==> src/rtl/cps_pkg.sv <==
/*
  Constants shared by the codec power sequencer: register offsets, field
  positions, reset values, serial frame layout and timing figures.
  Assumes a single 200 MHz core clock for every derived cycle count.
*/
package cps_pkg;

  // Core clock rate
  localparam int unsigned CLK_MHZ            = 200;

  // Reference settle times in microseconds, and cycles derived from them
  localparam int unsigned VREF_UP_TIME_US    = 48000;
  localparam int unsigned VREF_DOWN_TIME_US  = 800;
  localparam int unsigned VREF_UP_CYCLES     = VREF_UP_TIME_US * CLK_MHZ;
  localparam int unsigned VREF_DOWN_CYCLES   = VREF_DOWN_TIME_US * CLK_MHZ;
  localparam int unsigned TIMER_W            = 24;

  // Calibration length in sample periods
  localparam logic [6:0]  CAL_SAMPLES        = 7'h68;

  // Register addresses (7-bit word addresses as seen in a command frame)
  localparam logic [6:0]  ADDR_PWR_CTL       = 7'h3e;
  localparam logic [6:0]  ADDR_CFG1          = 7'h5c;
  localparam logic [6:0]  ADDR_CFG2          = 7'h5e;
  localparam logic [6:0]  ADDR_MON_CTL       = 7'h60;
  localparam logic [1:0]  BANK_MONITOR       = 2'h2;

  // Power/status register fields
  localparam int unsigned DAC_PD_BIT         = 11;
  localparam int unsigned ADC_PD_BIT         = 10;
  localparam int unsigned VREF_PD_BIT        = 9;
  localparam int unsigned GPIO_PD_BIT        = 8;
  localparam int unsigned DAC_RDY_BIT        = 3;
  localparam int unsigned ADC_RDY_BIT        = 2;
  localparam int unsigned VREF_RDY_BIT       = 1;
  localparam int unsigned GPIO_RDY_BIT       = 0;
  localparam logic [3:0]  PWR_CTL_RESET      = 4'hf;

  // Configuration register 1 fields
  localparam int unsigned BANK_LSB           = 13;
  localparam int unsigned RST_PWR_MODE_BIT   = 12;
  localparam int unsigned PARTNER_SEL_BIT    = 9;
  localparam int unsigned CAL_BIT            = 8;
  localparam logic [1:0]  BANK_RESET         = 2'h0;

  // Configuration register 2 fields
  localparam int unsigned MON_PIN_SEL_BIT    = 13;
  localparam int unsigned SER_ISOLATE_BIT    = 8;
  localparam logic [15:0] MON_CTL_RESET      = 16'h0000;

  // Serial frame layout: 48 bits, MSB first
  localparam int unsigned FRAME_BITS         = 48;
  localparam int unsigned CMD_RD_BIT         = 47;
  localparam int unsigned CMD_ADDR_LSB       = 40;
  localparam int unsigned CMD_DATA_LSB       = 24;
  localparam int unsigned SLOT_DATA_LSB      = 8;
  localparam logic [5:0]  FRAME_LAST         = 6'h2f;

endpackage : cps_pkg

==> src/rtl/cps_power_sequencer.sv <==
/*
  Codec power sequencer: power-down controls for DAC, ADC, reference and
  GPIO slot, reference settle tracking, automatic analog calibration and the
  behaviour of the serial port and clock circuitry under the reset pin.
  Registers are reached over a 48-bit serial frame clocked by bitClk.
  Assumes bitClk, frameSync, serialDataOut and resetPin_n are asynchronous
  pins, and that sampleTick comes from the codec engine on core_clk.
*/
`timescale 1ns/1ps
module cps_power_sequencer #(
  parameter int unsigned VREF_UP_COUNT   = cps_pkg::VREF_UP_CYCLES,
  parameter int unsigned VREF_DOWN_COUNT = cps_pkg::VREF_DOWN_CYCLES
) (
  input  wire logic        core_clk,
  input  wire logic        rst,
  input  wire logic        resetPin_n,
  input  wire logic        bitClk,
  input  wire logic        frameSync,
  input  wire logic        serialDataOut,
  output logic             serialDataIn,
  output logic             serialDataInOe,
  output logic             bitClkWeakLow,
  input  wire logic        dspMode,
  input  wire logic        sampleTick,
  input  wire logic [15:0] adcSample,
  output logic [15:0]      dacWord,
  output logic             dacWordValid,
  output logic             dacDigitalOn,
  output logic             dacAnalogOn,
  output logic             adcDigitalOn,
  output logic             adcAnalogOn,
  output logic             vrefEnable,
  output logic             calibrating,
  output logic             gpioSlotEnable,
  output logic             serialPowerDown,
  output logic             clockPowerDown,
  output logic [15:0]      monitorControl
);

  typedef enum logic [3:0] {
    VREF_OFF  = 4'b0001,
    VREF_RISE = 4'b0010,
    VREF_ON   = 4'b0100,
    VREF_FALL = 4'b1000
  } cps_vref_t;

  typedef enum logic [1:0] {
    SER_IDLE  = 2'b01,
    SER_SHIFT = 2'b10
  } cps_ser_t;

  // Register address match, used for both read and write decode
  function automatic logic cps_hit(input logic [6:0] addr, input logic [6:0] reg_addr);
    cps_hit = (addr == reg_addr);
  endfunction : cps_hit

  // Pin synchronisers: index 0 reset pin, 1 bit clock, 2 sync, 3 data
  logic [3:0] pinMeta_ff;
  logic [3:0] pinSync_ff;
  logic       bitClkPrev_ff;
  logic       bitRise;
  logic       resetHeld;

  always_ff @(posedge core_clk)
  begin
    if (rst)
    begin
      pinMeta_ff    <= 4'h1;
      pinSync_ff    <= 4'h1;
      bitClkPrev_ff <= 1'b0;
    end
    else
    begin
      pinMeta_ff    <= {serialDataOut, frameSync, bitClk, resetPin_n};
      pinSync_ff    <= pinMeta_ff;
      bitClkPrev_ff <= pinSync_ff[1];
    end
  end

  assign resetHeld = ~pinSync_ff[0];
  assign bitRise   = pinSync_ff[1] & ~bitClkPrev_ff;

  // Register and serial state
  cps_ser_t    serState_ff, nxt_serState;
  logic [5:0]  bitCnt_ff, nxt_bitCnt;
  logic [47:0] rxShift_ff, nxt_rxShift;
  logic [47:0] txShift_ff, nxt_txShift;
  logic [23:0] respWord_ff, nxt_respWord;
  logic [15:0] dacWord_ff, nxt_dacWord;
  logic        dacValid_ff, nxt_dacValid;
  logic [3:0]  pwrCtl_ff, nxt_pwrCtl;
  logic [1:0]  bank_ff, nxt_bank;
  logic        rstPwrMode_ff, nxt_rstPwrMode;
  logic        partnerSel_ff, nxt_partnerSel;
  logic        monPinSel_ff, nxt_monPinSel;
  logic        serIsolate_ff, nxt_serIsolate;
  logic [15:0] monCtl_ff, nxt_monCtl;
  logic [47:0] frame;
  logic        frameDone;
  logic        cmdRead;
  logic [6:0]  cmdAddr;
  logic [15:0] cmdData;
  logic [15:0] readData;
  logic        calWrite;
  logic        vrefReady;
  logic        calActive_ff;

  assign frame     = {rxShift_ff[46:0], pinSync_ff[3]};
  assign frameDone = (serState_ff == SER_SHIFT) && bitRise && (bitCnt_ff == cps_pkg::FRAME_LAST);
  assign cmdRead   = frame[cps_pkg::CMD_RD_BIT];
  assign cmdAddr   = frame[cps_pkg::CMD_ADDR_LSB +: 7];
  assign cmdData   = frame[cps_pkg::CMD_DATA_LSB +: 16];

  // Read multiplexer; DAC, ADC and GPIO status bits reflect the power bits immediately, the reference bit follows the settle state
  always_comb
  begin
    readData = 16'h0000;
    if (cps_hit(cmdAddr, cps_pkg::ADDR_PWR_CTL))
    begin
      readData[cps_pkg::DAC_PD_BIT -: 4] = pwrCtl_ff;
      readData[cps_pkg::DAC_RDY_BIT]     = ~pwrCtl_ff[3];
      readData[cps_pkg::ADC_RDY_BIT]     = ~pwrCtl_ff[2];
      readData[cps_pkg::VREF_RDY_BIT]    = vrefReady;
      readData[cps_pkg::GPIO_RDY_BIT]    = ~pwrCtl_ff[0];
    end
    else if (cps_hit(cmdAddr, cps_pkg::ADDR_CFG1))
    begin
      readData[cps_pkg::BANK_LSB +: 2]       = bank_ff;
      readData[cps_pkg::RST_PWR_MODE_BIT]    = rstPwrMode_ff;
      readData[cps_pkg::PARTNER_SEL_BIT]     = partnerSel_ff;
      readData[cps_pkg::CAL_BIT]             = calActive_ff;
    end
    else if (cps_hit(cmdAddr, cps_pkg::ADDR_CFG2))
    begin
      readData[cps_pkg::MON_PIN_SEL_BIT]     = monPinSel_ff;
      readData[cps_pkg::SER_ISOLATE_BIT]     = serIsolate_ff;
    end
    else if (cps_hit(cmdAddr, cps_pkg::ADDR_MON_CTL) && bank_ff == cps_pkg::BANK_MONITOR)
    begin
      readData = monCtl_ff;
    end
  end

  assign calWrite = frameDone && !cmdRead && cps_hit(cmdAddr, cps_pkg::ADDR_CFG1)
                    && cmdData[cps_pkg::CAL_BIT];

  // Serial frame engine and register writes
  always_comb
  begin
    nxt_serState   = serState_ff;
    nxt_bitCnt     = bitCnt_ff;
    nxt_rxShift    = rxShift_ff;
    nxt_txShift    = txShift_ff;
    nxt_respWord   = respWord_ff;
    nxt_dacWord    = dacWord_ff;
    nxt_dacValid   = 1'b0;
    nxt_pwrCtl     = pwrCtl_ff;
    nxt_bank       = bank_ff;
    nxt_rstPwrMode = rstPwrMode_ff;
    nxt_partnerSel = partnerSel_ff;
    nxt_monPinSel  = monPinSel_ff;
    nxt_serIsolate = serIsolate_ff;
    nxt_monCtl     = monCtl_ff;
    case (serState_ff)
      SER_IDLE:
      begin
        if (bitRise && pinSync_ff[2])
        begin
          nxt_serState = SER_SHIFT;
          nxt_bitCnt   = 6'h01;
          nxt_rxShift  = {47'h0, pinSync_ff[3]};
          nxt_txShift  = {respWord_ff, (pwrCtl_ff[2] ? 16'h0000 : adcSample), 8'h00};
        end
      end
      SER_SHIFT:
      begin
        if (bitRise)
        begin
          nxt_rxShift = frame;
          nxt_txShift = {txShift_ff[46:0], 1'b0};
          nxt_bitCnt  = bitCnt_ff + 6'h01;
          if (bitCnt_ff == cps_pkg::FRAME_LAST)
          begin
            nxt_serState = SER_IDLE;
            nxt_bitCnt   = 6'h00;
          end
        end
      end
      default:
      begin
        nxt_serState = SER_IDLE;
      end
    endcase
    if (frameDone)
    begin
      nxt_respWord = cmdRead ? {1'b1, cmdAddr, readData} : 24'h000000;
      if (!pwrCtl_ff[3])
      begin
        nxt_dacWord  = frame[cps_pkg::SLOT_DATA_LSB +: 16];
        nxt_dacValid = 1'b1;
      end
      if (!cmdRead)
      begin
        if (cps_hit(cmdAddr, cps_pkg::ADDR_PWR_CTL))
        begin
          nxt_pwrCtl = cmdData[cps_pkg::DAC_PD_BIT -: 4];
        end
        if (cps_hit(cmdAddr, cps_pkg::ADDR_CFG1))
        begin
          nxt_bank       = cmdData[cps_pkg::BANK_LSB +: 2];
          nxt_rstPwrMode = cmdData[cps_pkg::RST_PWR_MODE_BIT];
          nxt_partnerSel = cmdData[cps_pkg::PARTNER_SEL_BIT];
        end
        if (cps_hit(cmdAddr, cps_pkg::ADDR_CFG2))
        begin
          nxt_monPinSel  = cmdData[cps_pkg::MON_PIN_SEL_BIT];
          nxt_serIsolate = cmdData[cps_pkg::SER_ISOLATE_BIT];
        end
        if (cps_hit(cmdAddr, cps_pkg::ADDR_MON_CTL) && bank_ff == cps_pkg::BANK_MONITOR
            && monPinSel_ff)
        begin
          nxt_monCtl = cmdData;
        end
      end
    end
    if (resetHeld)
    begin
      nxt_serState = SER_IDLE;
      nxt_bitCnt   = 6'h00;
      nxt_txShift  = 48'h0;
      nxt_respWord = 24'h000000;
      nxt_pwrCtl   = cps_pkg::PWR_CTL_RESET;
    end
  end

  always_ff @(posedge core_clk)
  begin
    if (rst)
    begin
      serState_ff   <= SER_IDLE;
      bitCnt_ff     <= 6'h00;
      rxShift_ff    <= 48'h0;
      txShift_ff    <= 48'h0;
      respWord_ff   <= 24'h000000;
      dacWord_ff    <= 16'h0000;
      dacValid_ff   <= 1'b0;
      pwrCtl_ff     <= cps_pkg::PWR_CTL_RESET;
      bank_ff       <= cps_pkg::BANK_RESET;
      rstPwrMode_ff <= 1'b0;
      partnerSel_ff <= 1'b0;
      monPinSel_ff  <= 1'b0;
      serIsolate_ff <= 1'b0;
      monCtl_ff     <= cps_pkg::MON_CTL_RESET;
    end
    else
    begin
      serState_ff   <= nxt_serState;
      bitCnt_ff     <= nxt_bitCnt;
      rxShift_ff    <= nxt_rxShift;
      txShift_ff    <= nxt_txShift;
      respWord_ff   <= nxt_respWord;
      dacWord_ff    <= nxt_dacWord;
      dacValid_ff   <= nxt_dacValid;
      pwrCtl_ff     <= nxt_pwrCtl;
      bank_ff       <= nxt_bank;
      rstPwrMode_ff <= nxt_rstPwrMode;
      partnerSel_ff <= nxt_partnerSel;
      monPinSel_ff  <= nxt_monPinSel;
      serIsolate_ff <= nxt_serIsolate;
      monCtl_ff     <= nxt_monCtl;
    end
  end

  // Reference sequencing; one timer serves both ramps since they never overlap
  cps_vref_t             vrefState_ff, nxt_vrefState;
  logic                  timerLoad;
  logic [cps_pkg::TIMER_W-1:0] timerValue;
  logic                  timerDone;

  always_comb
  begin
    nxt_vrefState = vrefState_ff;
    timerLoad     = 1'b0;
    timerValue    = cps_pkg::TIMER_W'(VREF_UP_COUNT);
    case (vrefState_ff)
      VREF_OFF:
      begin
        if (!pwrCtl_ff[1])
        begin
          nxt_vrefState = VREF_RISE;
          timerLoad     = 1'b1;
        end
      end
      VREF_RISE:
      begin
        if (pwrCtl_ff[1])
        begin
          nxt_vrefState = VREF_OFF;
        end
        else if (timerDone)
        begin
          nxt_vrefState = VREF_ON;
        end
      end
      VREF_ON:
      begin
        if (pwrCtl_ff[1])
        begin
          nxt_vrefState = VREF_FALL;
          timerLoad     = 1'b1;
          timerValue    = cps_pkg::TIMER_W'(VREF_DOWN_COUNT);
        end
      end
      VREF_FALL:
      begin
        if (timerDone)
        begin
          nxt_vrefState = VREF_OFF;
        end
      end
      default:
      begin
        nxt_vrefState = VREF_OFF;
      end
    endcase
  end

  always_ff @(posedge core_clk)
  begin
    if (rst)
    begin
      vrefState_ff <= VREF_OFF;
    end
    else
    begin
      vrefState_ff <= nxt_vrefState;
    end
  end

  cps_timer #(
    .WIDTH     (cps_pkg::TIMER_W)
  ) u_vrefTimer (
    .core_clk  (core_clk),
    .rst       (rst),
    .load      (timerLoad),
    .loadValue (timerValue),
    .run       (vrefState_ff == VREF_RISE || vrefState_ff == VREF_FALL),
    .expired   (timerDone)
  );

  assign vrefReady = (vrefState_ff == VREF_ON) || (vrefState_ff == VREF_FALL);

  // Analog power needs a settled reference and the internal partner
  logic analogDac;
  logic analogAdc;
  logic analogUp;
  logic analogPrev_ff;
  logic [6:0] calCnt_ff, nxt_calCnt;
  logic nxt_calActive;

  assign analogDac = (vrefState_ff == VREF_ON) && !partnerSel_ff && !pwrCtl_ff[3];
  assign analogAdc = (vrefState_ff == VREF_ON) && !partnerSel_ff && !pwrCtl_ff[2];
  assign analogUp  = analogDac | analogAdc;

  // Calibration: starts when analog power first comes up from all-off or on request; aborts only when both DAC and ADC analog power drop
  always_comb
  begin
    nxt_calActive = calActive_ff;
    nxt_calCnt    = calCnt_ff;
    if ((analogUp && !analogPrev_ff) || (calWrite && analogUp))
    begin
      nxt_calActive = 1'b1;
      nxt_calCnt    = 7'h00;
    end
    else if (!analogUp)
    begin
      nxt_calActive = 1'b0;
    end
    else if (calActive_ff && sampleTick)
    begin
      nxt_calCnt = calCnt_ff + 7'h01;
      if (calCnt_ff == cps_pkg::CAL_SAMPLES - 7'h01)
      begin
        nxt_calActive = 1'b0;
      end
    end
  end

  always_ff @(posedge core_clk)
  begin
    if (rst)
    begin
      analogPrev_ff <= 1'b0;
      calActive_ff  <= 1'b0;
      calCnt_ff     <= 7'h00;
    end
    else
    begin
      analogPrev_ff <= analogUp;
      calActive_ff  <= nxt_calActive;
      calCnt_ff     <= nxt_calCnt;
    end
  end

  // Registered power and pin controls
  logic [11:0] pinOut_ff, nxt_pinOut;

  always_comb
  begin
    nxt_pinOut[0]  = txShift_ff[47];
    nxt_pinOut[1]  = ~resetHeld;
    nxt_pinOut[2]  = resetHeld & serIsolate_ff;
    nxt_pinOut[3]  = ~pwrCtl_ff[3];
    nxt_pinOut[4]  = analogDac;
    nxt_pinOut[5]  = ~pwrCtl_ff[2];
    nxt_pinOut[6]  = analogAdc;
    nxt_pinOut[7]  = ~pwrCtl_ff[1];
    nxt_pinOut[8]  = calActive_ff;
    nxt_pinOut[9]  = dspMode | ~pwrCtl_ff[0];
    nxt_pinOut[10] = resetHeld;
    nxt_pinOut[11] = resetHeld & ~rstPwrMode_ff;
  end

  always_ff @(posedge core_clk)
  begin
    if (rst)
    begin
      pinOut_ff <= 12'h000;
    end
    else
    begin
      pinOut_ff <= nxt_pinOut;
    end
  end

  assign serialDataIn    = pinOut_ff[0];
  assign serialDataInOe  = pinOut_ff[1];
  assign bitClkWeakLow   = pinOut_ff[2];
  assign dacDigitalOn    = pinOut_ff[3];
  assign dacAnalogOn     = pinOut_ff[4];
  assign adcDigitalOn    = pinOut_ff[5];
  assign adcAnalogOn     = pinOut_ff[6];
  assign vrefEnable      = pinOut_ff[7];
  assign calibrating     = pinOut_ff[8];
  assign gpioSlotEnable  = pinOut_ff[9];
  assign serialPowerDown = pinOut_ff[10];
  assign clockPowerDown  = pinOut_ff[11];
  assign dacWord         = dacWord_ff;
  assign dacWordValid    = dacValid_ff;
  assign monitorControl  = monCtl_ff;

endmodule : cps_power_sequencer

==> src/rtl/cps_timer.sv <==
/*
  Down-counting interval timer used for reference settle times.
  Assumes load and run come from logic on the same clock.
*/
`timescale 1ns/1ps
module cps_timer #(
  parameter int unsigned WIDTH = 24
) (
  input  wire logic             core_clk,
  input  wire logic             rst,
  input  wire logic             load,
  input  wire logic [WIDTH-1:0] loadValue,
  input  wire logic             run,
  output logic                  expired
);

  logic [WIDTH-1:0] count_ff;
  logic [WIDTH-1:0] nxt_count;
  logic             expired_ff;
  logic             nxt_expired;

  // Load wins over counting; expiry is a one-cycle pulse on reaching zero
  always_comb
  begin
    nxt_count   = count_ff;
    nxt_expired = 1'b0;
    if (load)
    begin
      nxt_count = loadValue;
    end
    else if (run && count_ff != '0)
    begin
      nxt_count   = count_ff - 1'b1;
      nxt_expired = (count_ff == {{(WIDTH-1){1'b0}}, 1'b1});
    end
  end

  always_ff @(posedge core_clk)
  begin
    if (rst)
    begin
      count_ff   <= '0;
      expired_ff <= 1'b0;
    end
    else
    begin
      count_ff   <= nxt_count;
      expired_ff <= nxt_expired;
    end
  end

  assign expired = expired_ff;

endmodule : cps_timer

==> config.mk <==
export PLATFORM = sky130hd
export DESIGN_NAME = cps_power_sequencer
export DESIGN_NICKNAME = d
export VERILOG_FILES = /design/src/rtl/cps_pkg.sv /design/src/rtl/cps_power_sequencer.sv /design/src/rtl/cps_timer.sv
export SDC_FILE = /design/constraint.sdc
export NUM_CORES = 1
export LEC_CHECK = 0
export BUFFER_PORTS_ARGS = -buffer_cell sky130_fd_sc_hd__buf_2
export CAP_MARGIN = 20
export CORE_UTILIZATION = 50
export DETAILED_ROUTE_END_ITERATION = 8
export HOLD_SLACK_MARGIN = 0.03
export PLACE_DENSITY = 0.68
export SLEW_MARGIN = 25
export SYNTH_ARGS = -nofsm -noshare
export SYNTH_HDL_FRONTEND = slang
export SYNTH_HIERARCHICAL = 1
export SYNTH_SLANG_ARGS = --single-unit
==> constraint.sdc <==
create_clock -name core_clk -period 3.4 [get_ports core_clk]
set_input_delay 0.34 -clock core_clk [delete_from_list [all_inputs] [get_ports core_clk]]
set_output_delay 0.34 -clock core_clk [all_outputs]
set_load 0.01 [all_outputs]
After elaboration in Yosys (flattened, before gate mapping)
Cells that the tools add are included.
W data, S select, Z words.
- add/sub/neg operators: 3
- eq/ne operators: 23
- multiplexer cells: 49
- bitwise operators: 15
- reduce and logical (&&, ||, !) cells: 40
- operators with widths (cell ; number):
    $mux W24 ; 5
    $mux W48 ; 2
    $pmux W48 S2 ; 1
    $mux W47 ; 2
    $pmux W47 S2 ; 1
    $mux W4 ; 10
    $mux W16 ; 2
    $eq A7 B7 Y1 const B ; 4
    $eq A24 B1 Y1 const B ; 1
    $reduce_bool A24 Y1 ; 1
    $sub A24 B1 Y24 const B ; 1
    $mux W6 ; 3
    $reduce_and A3 Y1 ; 6
    $mux W8 ; 2
    $pmux W4 S4 ; 1
    $logic_and A1 B1 Y1 ; 15
    $mux W2 ; 6
    $pmux W6 S2 ; 1
    $mux W1 ; 10
    $not A1 Y1 ; 10
    $ne A2 B2 Y1 const B ; 4
    $add A7 B1 Y7 const B ; 1
    $eq A7 B6 Y1 const B ; 1
    $add A6 B1 Y6 const B ; 1
    22 further kinds ; 39
- register bits after elaboration: 229
- output and inout bits: 45
- logic and storage cells: 154

Logic depth before layout (Yosys ltp)
Gate-level depths: netlist of run 1.
- word-level depth: 11
- depth in mapped cells: 10
- depth with buffers taken out: 9

Cells and area by module
The synthesis of run 1 kept the hierarchy.
- modules (own cells, without submodules) (module ; times used ; cells an instance ; area each (um^2) ; sequential area each (um^2)):
    cps_power_sequencer ; 1 ; 833 ; 7554.7 ; 3923.8
    cps_timer ; 1 ; 194 ; 1572.8 ; 500.5

Worst setup path before layout of run 1
Ideal clock, no wire load.
- kind: register to register
- start point: register vrefState_ff[1]
- end point: register u_vrefTimer.count_ff[23]
- arrival time: 2.158 ns
- data required time: 3.285 ns
- setup slack: 1.127 ns
- stages on the path, launching flop included: 9
- buffers on the path: 2
- clock period less this slack: 2.273 ns
- cell sequence: dfxtp_1 clkbuf_1 xnor2_1 nor3_1 o41ai_4 buf_6 nor4b_1 xor2_1 o21a_1
- longest elaborated chain between the ends: 4
- elaborated cells between the ends (all ways): 10
- those cells by class: eq/ne (4); mux (3); reduce/logical (3)
- ends and longest elaborated chain (what ; RTL line ; RTL):
    start: declaration ; cps_power_sequencer.sv:275 ; cps_vref_t vrefState_ff, nxt_vrefState;
    start signal: assignment ; cps_power_sequencer.sv:336 ; vrefState_ff <= nxt_vrefState;
    parallel branches: the longest is 4 deep, another holds $mux W24 ; -- ;
    end signal: assignment ; cps_timer.sv:47 ; count_ff <= nxt_count;
    end: declaration ; cps_timer.sv:17 ; logic [WIDTH-1:0] count_ff;
Parallel ways; which one is timed is not known.
A chain may end at the register's enable or synchronous reset.

Final worst setup path of run 1
- start point: register u_vrefTimer.count_ff[12]
- end point: register u_vrefTimer.count_ff[7]
- longest elaborated chain between the ends: 3
- ends and longest elaborated chain (what ; RTL line ; RTL):
    $reduce_bool A24 Y1 ; cps_timer.sv:31 ; else if (run && count_ff != '0)
    $logic_and A1 B1 Y1 ; cps_timer.sv:31 ;
    $reduce_bool A2 Y1 (no line) ; -- ;
No other way between the ends.

==> impl_metrics.yaml, run 1 <==
synth:
  async_flop_share_pct: 0
  netlist.area_leader.share_pct: 48.47
  synth_flop_cell: "dfxtp_1"
  synth_edf_count: 0
  synth_most_common_cell: "dfxtp_1"
  synth.avg_cell_area_um2: 8.888
  syn_inst: 1027
  ys_ff_latch: 221
  synthDistinctLibCells: 65
  synth_commonest_cells: "221 x dfxtp_1, 154 x nor2_1, 98 x nand2_1"
  seq_area_frac_synth_pct: 48.47
  synth.top_cells.by_area: "dfxtp_1 48%, nor2_1 6.3%, nand2_1 4.0%, a22oi_1 3.9%, a21oi_1 2.9%"
  synth_warnings: 6
  synth_top_cell_by_area: "dfxtp_1"
  netlist_area_mm2: 0.009128
layout:
  final_cell_count_no_fill: 1327
  drive_gt1_share_pct: 13.84
  nNetsFinal: 1112
  final_core_util_pct: 58.32
  diodes: 0
  area_growth_pct: 14.39
clock_network:
  cts_sinks: 221
  h-tree-depth: 1
  clockBufferDepth: 3
  clock_latency_ns: 0.51
  cts_root_buf: "clkbuf_16"
  cts_tree: "done"
  cts.clk_slew.worst_paths_ns: 0.06
  ctsResizeCount: 0
  numCtsBuffers: 24
sta:
  setup_viol: 0
  rsz0062_at_grt: "false"
  worst_pin_slew_ns: 0.6931
  min_period_ns: 2.498
  slew-limit-headroom_pct: 53.70
  hold_slack_ns: 0.04270
  setup_ws_ns: 0.9019
  period_share_pct: 73.47
  drv_slew: 0
  fmax_mhz: 400.3
  setup_tns_ns: 0
  hold_viol_final: 0
  finClkSkew_ns: 0.01240
setup_path:
  slowest_stage: "or4_4"
  cpPeakStageDelay_ns: 0.57
  crit_path_start_kind: "flop"
  path_max_fanout: 14
  crit_type: "flop to flop"
  cp.arrival_ns: 2.88
  end_kind: "flop"
  worst_ep_required_time_ns: 3.78
  crit_chain: "or4_4 > nand2b_4 > o41ai_4 > buf_4 > nor2_1 > a221oi_1 > nor2_1"
  cp_common_cell: "nor2_1"
floorplanning:
  core-area_mm2: 0.01790
  dieArea_mm2: 0.01880
  num_io_pins: 69
  die_y_um: 137.1
  die_w_um: 137.1
  num_rows: 49
  start_util_pct: 50.99
job:
  maxCapViolations: 0
pwr:
  p_leak_uw: 0.003978
  pwr-share-seq_pct: 50.6
  power.share.clock_pct: 47.0
  combPwrFrac_pct: 2.4
  ir_worst_vdd_mv: 0.3482
  power.internal_uw: 4053
  sw_frac_of_total_pct: 21.31
  power_density_mw_per_mm2: 493.4
  switchingPower_uw: 1098
global_route:
  grt_pass1_vias: 6432
  grt_max_degree: 70
  antenna_found_initial: 0
  grtUsageMet1_pct: 28.62
  gr-max-usage-layer: "met2"
  grtUsageTotal_pct: 20.52
  grt_overflow: 0
  grt.met3_usage_pct: 2.963
  grt_use_met2_pct: 32.15
  grt_pass1_wl_um: 31380
worst_hold_path:
  hold_path_class: "primary input to flop"
status:
  status: "finished clean"
routing:
  wire_per_inst_um: 14.56
  ant_nets: 0
  drc: 0
  vias: 7175
  avgViaCountPerCell: 5.407
  firstDrtPassIters: 5
  drt_iter0_drc: 490
  drt_wl_total_um: 19330
place:
  post-place-ws_ns: 0.8951
  io_buffers: 68
  dpl.cell_count: 1284
  dp_hpwl_um: 12330
  gp_congestion: 0.8115
worst max-delay path, delay by kind of cell (launching register included):
kind	cells	cell delay, ns
AO/OA/AOI/OAI	2	0.78
buffers and inverters	1	0.30
flip-flops	1	0.34
AND/OR/NAND/NOR	4	0.94
power groups by stage:
stage / Sequential (µW) / Clock (µW) / Combinational [µW]
after floorplan: 2660 / 0 / 81.6
after global placement: 2670 / 0 / 120
after detailed placement: 2670 / 0 / 121
after CTS: 2610 / 2480 / 123
after global routing: 2610 / 2590 / 136
final: 2610 / 2420 / 122
per-layer routing:
layer  routed length, µm  vias up
li1                    -     3717
met1                9605     3316
met2                8593      109
met3                 677       33
met4                 449        0
met5                   0        -
flip-flops by register name (all words and copies together), names as in the netlist, 2 cells and up:
name / flops
calCnt_ff: 7
pinOut_ff: 12
rxShift_ff: 47
bitCnt_ff: 6
bank_ff: 2
serState_ff: 2
u_vrefTimer/count_ff: 24
pwrCtl_ff: 4
respWord_ff: 24
txShift_ff: 40
pinMeta_ff: 4
pinSync_ff: 4
vrefState_ff: 4
dacWord: 16
monitorControl: 16
cell usage in the layout, fill, tap and decap left out, types with 4 or more instances in the layout:
cell | netlist | layout
nand2_1 | 98 | 98
nor3b_1 | 20 | 20
dfxtp_1 | 221 | 221
nor2b_1 | 18 | 17
buf_2 | 7 | 67
a22o_1 | 20 | 20
nor2_1 | 154 | 154
nor3_1 | 41 | 40
nand4_1 | 9 | 9
or3_1 | 5 | 5
nor4b_1 | 6 | 6
clkbuf_16 | 0 | 24
a311oi_1 | 24 | 24
nand3b_1 | 5 | 5
o21a_1 | 18 | 18
conb_1 | 2 | 19
nand2b_1 | 5 | 4
xor2_1 | 21 | 21
and2_1 | 4 | 4
a21oi_1 | 53 | 52
inv_1 | 29 | 29
a211oi_1 | 17 | 17
a31oi_1 | 5 | 5
buf_4 | 0 | 21
o21ai_0 | 25 | 25
ha_1 | 5 | 5
a22oi_1 | 47 | 47
xnor2_1 | 5 | 5
clkbuf_8 | 0 | 5
mux2i_1 | 26 | 26
nor4_1 | 12 | 12
or2_2 | 4 | 4
and3_1 | 4 | 4
clkbuf_1 | 57 | 5
through the flow:
| step | power (µW) | instance area, µm² |
|---|---|---|
| after global placement | 2786 | 9678 |
| after CTS | 5215 | 10440 |
| after global routing | 5333 | 10440 |
| after detailed placement | 2787 | 9678 |
| final | 5151 | 10440 |
| after floorplan | 2747 | 9191 |
cell type report:
| cell class | instances | area (µm²) |
|---|---|---|
| fill | 1647 | 7461 |
| sequential | 221 | 4424 |
| multi-input combinational | 717 | 4365 |
| clock buffer | 34 | 688.2 |
| timing repair buffer | 90 | 513.0 |
| tap | 229 | 286.5 |
| inverter | 29 | 108.9 |
| clock inverter | 7 | 55.05 |
repair_timing:
action / 4_1_cts / 5_1_grt
endpoints found under the setup margin: 0 / 0
hold buffers: 2 / 0
endpoints found under the hold margin: 2 / 0
setup buffers: 0 / 0
final timing paths:
check,slack [ns],startpoint,cells past startpoint,to
worst min register to register,0.44,pinMeta_ff[0],1,pinSync_ff[0]
worst min-delay path,0.04,bitClk,2,pinMeta_ff[1]
worst max-delay path,0.90,u_vrefTimer/count_ff[12],7,u_vrefTimer/count_ff[7]
worst max register to register,0.90,u_vrefTimer/count_ff[12],7,u_vrefTimer/count_ff[7]
cell families after synthesis:
family / count (synthesis) / share of synthesized area (%)
adders and majority gates: 5 / 0.6854
DFF: 221 / 48.47
buffers and inverters: 106 / 4.702
AOI/OAI and AO/OA: 227 / 17.66
xor gates and xnor gates: 26 / 2.495
muxes: 27 / 2.975
other: 2 / 0.08228
and+or+nand+nor: 413 / 22.93
Note: power is estimated with default switching activity, not from simulation.
==> inputs of run 2 (changes only) <==
- clock period: 3.4 -> 2.44 ns (I/O delays scaled with it)
==> impl_metrics.yaml, run 2 (synthesis results as in run 1) <==
routing:
  wire_per_inst_um: 14.73
  firstDrtPassIters: 5
  drt_iter0_drc: 492
  drc: 0
  vias: 7316
  avgViaCountPerCell: 5.456
  ant_nets: 0
  drt_wl_total_um: 19760
layout:
  largest-register: "rxShift_ff"
  nNetsFinal: 1123
  mostFrequentLayoutCell: "dfxtp_1"
  n_fill_cell: 1592
  area_growth_pct: 16.16
  largest_reg_flops: 47
  seq_area_mm2: 0.004424
  reg.largest.list: "rxShift_ff (47), txShift_ff (40)"
  multi_input_area_mm2: 0.004365
  diodes: 0
  layout_common_cells: "221 x dfxtp_1, 154 x nor2_1, 98 x nand2_1"
  drive_gt1_share_pct: 14.75
clock_network:
  h-tree-depth: 1
  ctsResizeCount: 0
  cts_sinks: 221
  cts_root_buf: "clkbuf_16"
  numCtsBuffers: 24
  cts_tree: "done"
  cts.clk_slew.worst_paths_ns: 0.06
  clock_latency_ns: 0.51
  clockBufferDepth: 3
sta:
  period_share_pct: 95.84
  min_period_ns: 2.339
  fmax_mhz: 427.6
  hold_viol_final: 0
  setup_viol: 0
  slew-limit-headroom_pct: 63.14
  hold_slack_ns: 0.1623
  drv_slew: 0
  setup_tns_ns: 0
  worst_pin_slew_ns: 0.5478
  finClkSkew_ns: 0.01083
  rsz0062_at_grt: "false"
worst_hold_path:
  hold_end: "txShift_ff[8]"
  min_path_cells: 4
  hp-start: "adcSample[0]"
  hold_path_class: "primary input to flop"
global_route:
  grt_max_degree: 95
  antenna_found_initial: 0
  grt_overflow: 0
  grtUsageTotal_pct: 20.90
  grt_pass1_vias: 6498
  grt_pass1_wl_um: 32230
pwr:
  p_leak_uw: 0.004064
  ir_worst_vdd_mv: 0.5834
  power_density_mw_per_mm2: 689.1
  power_uw: 7306
setup_path:
  timing.rr.start: "u_vrefTimer/count_ff[12]"
  crit_type: "flop to flop"
  worst_ep_required_time_ns: 2.85
  timing.rr.end: "u_vrefTimer/count_ff[12]"
  reg2reg_slack_ns: 0.10
  cp.arrival_ns: 2.74
  crit_path_start_kind: "flop"
  end_kind: "flop"
  worstRegToRegCells: 6
  path_max_fanout: 7
floorplanning:
  num_rows: 49
  dieArea_mm2: 0.01880
  die_y_um: 137.1
  die_w_um: 137.1
  core-area_mm2: 0.01790
  num_io_pins: 69
  start_util_pct: 50.99
place:
  dp_hpwl_um: 12650
  io_buffers: 68
  gp_congestion: 0.8190
status:
  status: "finished clean"
job:
  maxCapViolations: 0
[run 2: timing repair]
item,in CTS,in global routing
buffers inserted,0,0
hold endpoints to repair,5,0
hold buffers,5,0
[run 2: worst max-delay path, stage by stage, from the launching register on]
cell and delay [ns]:
dfxtp_1 0.34, or4_4 0.58, nand2b_4 0.21, nor4_1 0.49, and4bb_1 0.31, xor2_1 0.14, o21a_1 0.16
[run 2: worst max-delay path by stage]
stage	from	endpoint	slack [ns]	cells past startpoint
3_3_place_gp	u_vrefTimer/count_ff[12]	u_vrefTimer/count_ff[12]	0.19	6
4_1_cts	u_vrefTimer/count_ff[12]	u_vrefTimer/count_ff[12]	0.12	6
5_1_grt	u_vrefTimer/count_ff[12]	u_vrefTimer/count_ff[14]	0.006	6
3_5_place_dp	u_vrefTimer/count_ff[12]	u_vrefTimer/count_ff[12]	0.13	6
2_1_floorplan	vrefState_ff[1]	u_vrefTimer/count_ff[23]	0.17	8
6_report	u_vrefTimer/count_ff[12]	u_vrefTimer/count_ff[12]	0.10	6
[run 2: stage by stage]
step                util [%]  instances  setup slack (ns)  instance area [µm²]
finish                 59.23       1341            0.1014                10600
global placement       54.61       1292            0.1940                 9776
CTS                    59.23       1341            0.1159                10600
floorplan                  -       1044            0.1674                 9191
global route           59.23       1341          0.006431                10600
detailed placement     54.61       1292            0.1323                 9776
[run 2: area by class of cell]
cell class | instances | share of cell area (%)
clock buffer | 35 | 6.821
clock inverter | 9 | 0.5074
inverter | 29 | 1.027
multi-input combinational | 717 | 41.17
sequential | 221 | 41.73
tap | 229 | 2.702
timing repair buffer | 101 | 6.042
[run 2: routing by layer]
metal | GRT usage (%) | share of wire [%] | vias up
met2 | 33.28 | 46 | 113
met1 | 29.55 | 48 | 3441
li1 | - | - | 3733
met4 | 5.189 | 1.8 | 0
met5 | 0 | 0 | -
met3 | 3.074 | 3.4 | 29
[run 2: power breakdown]
group          leakage (µW)  internal (µW)  switching (µW)
combinational       0.00190           64.0             112
clock              0.000384           2060            1440
sequential          0.00178           3630            8.05
total               0.00406           5750            1560
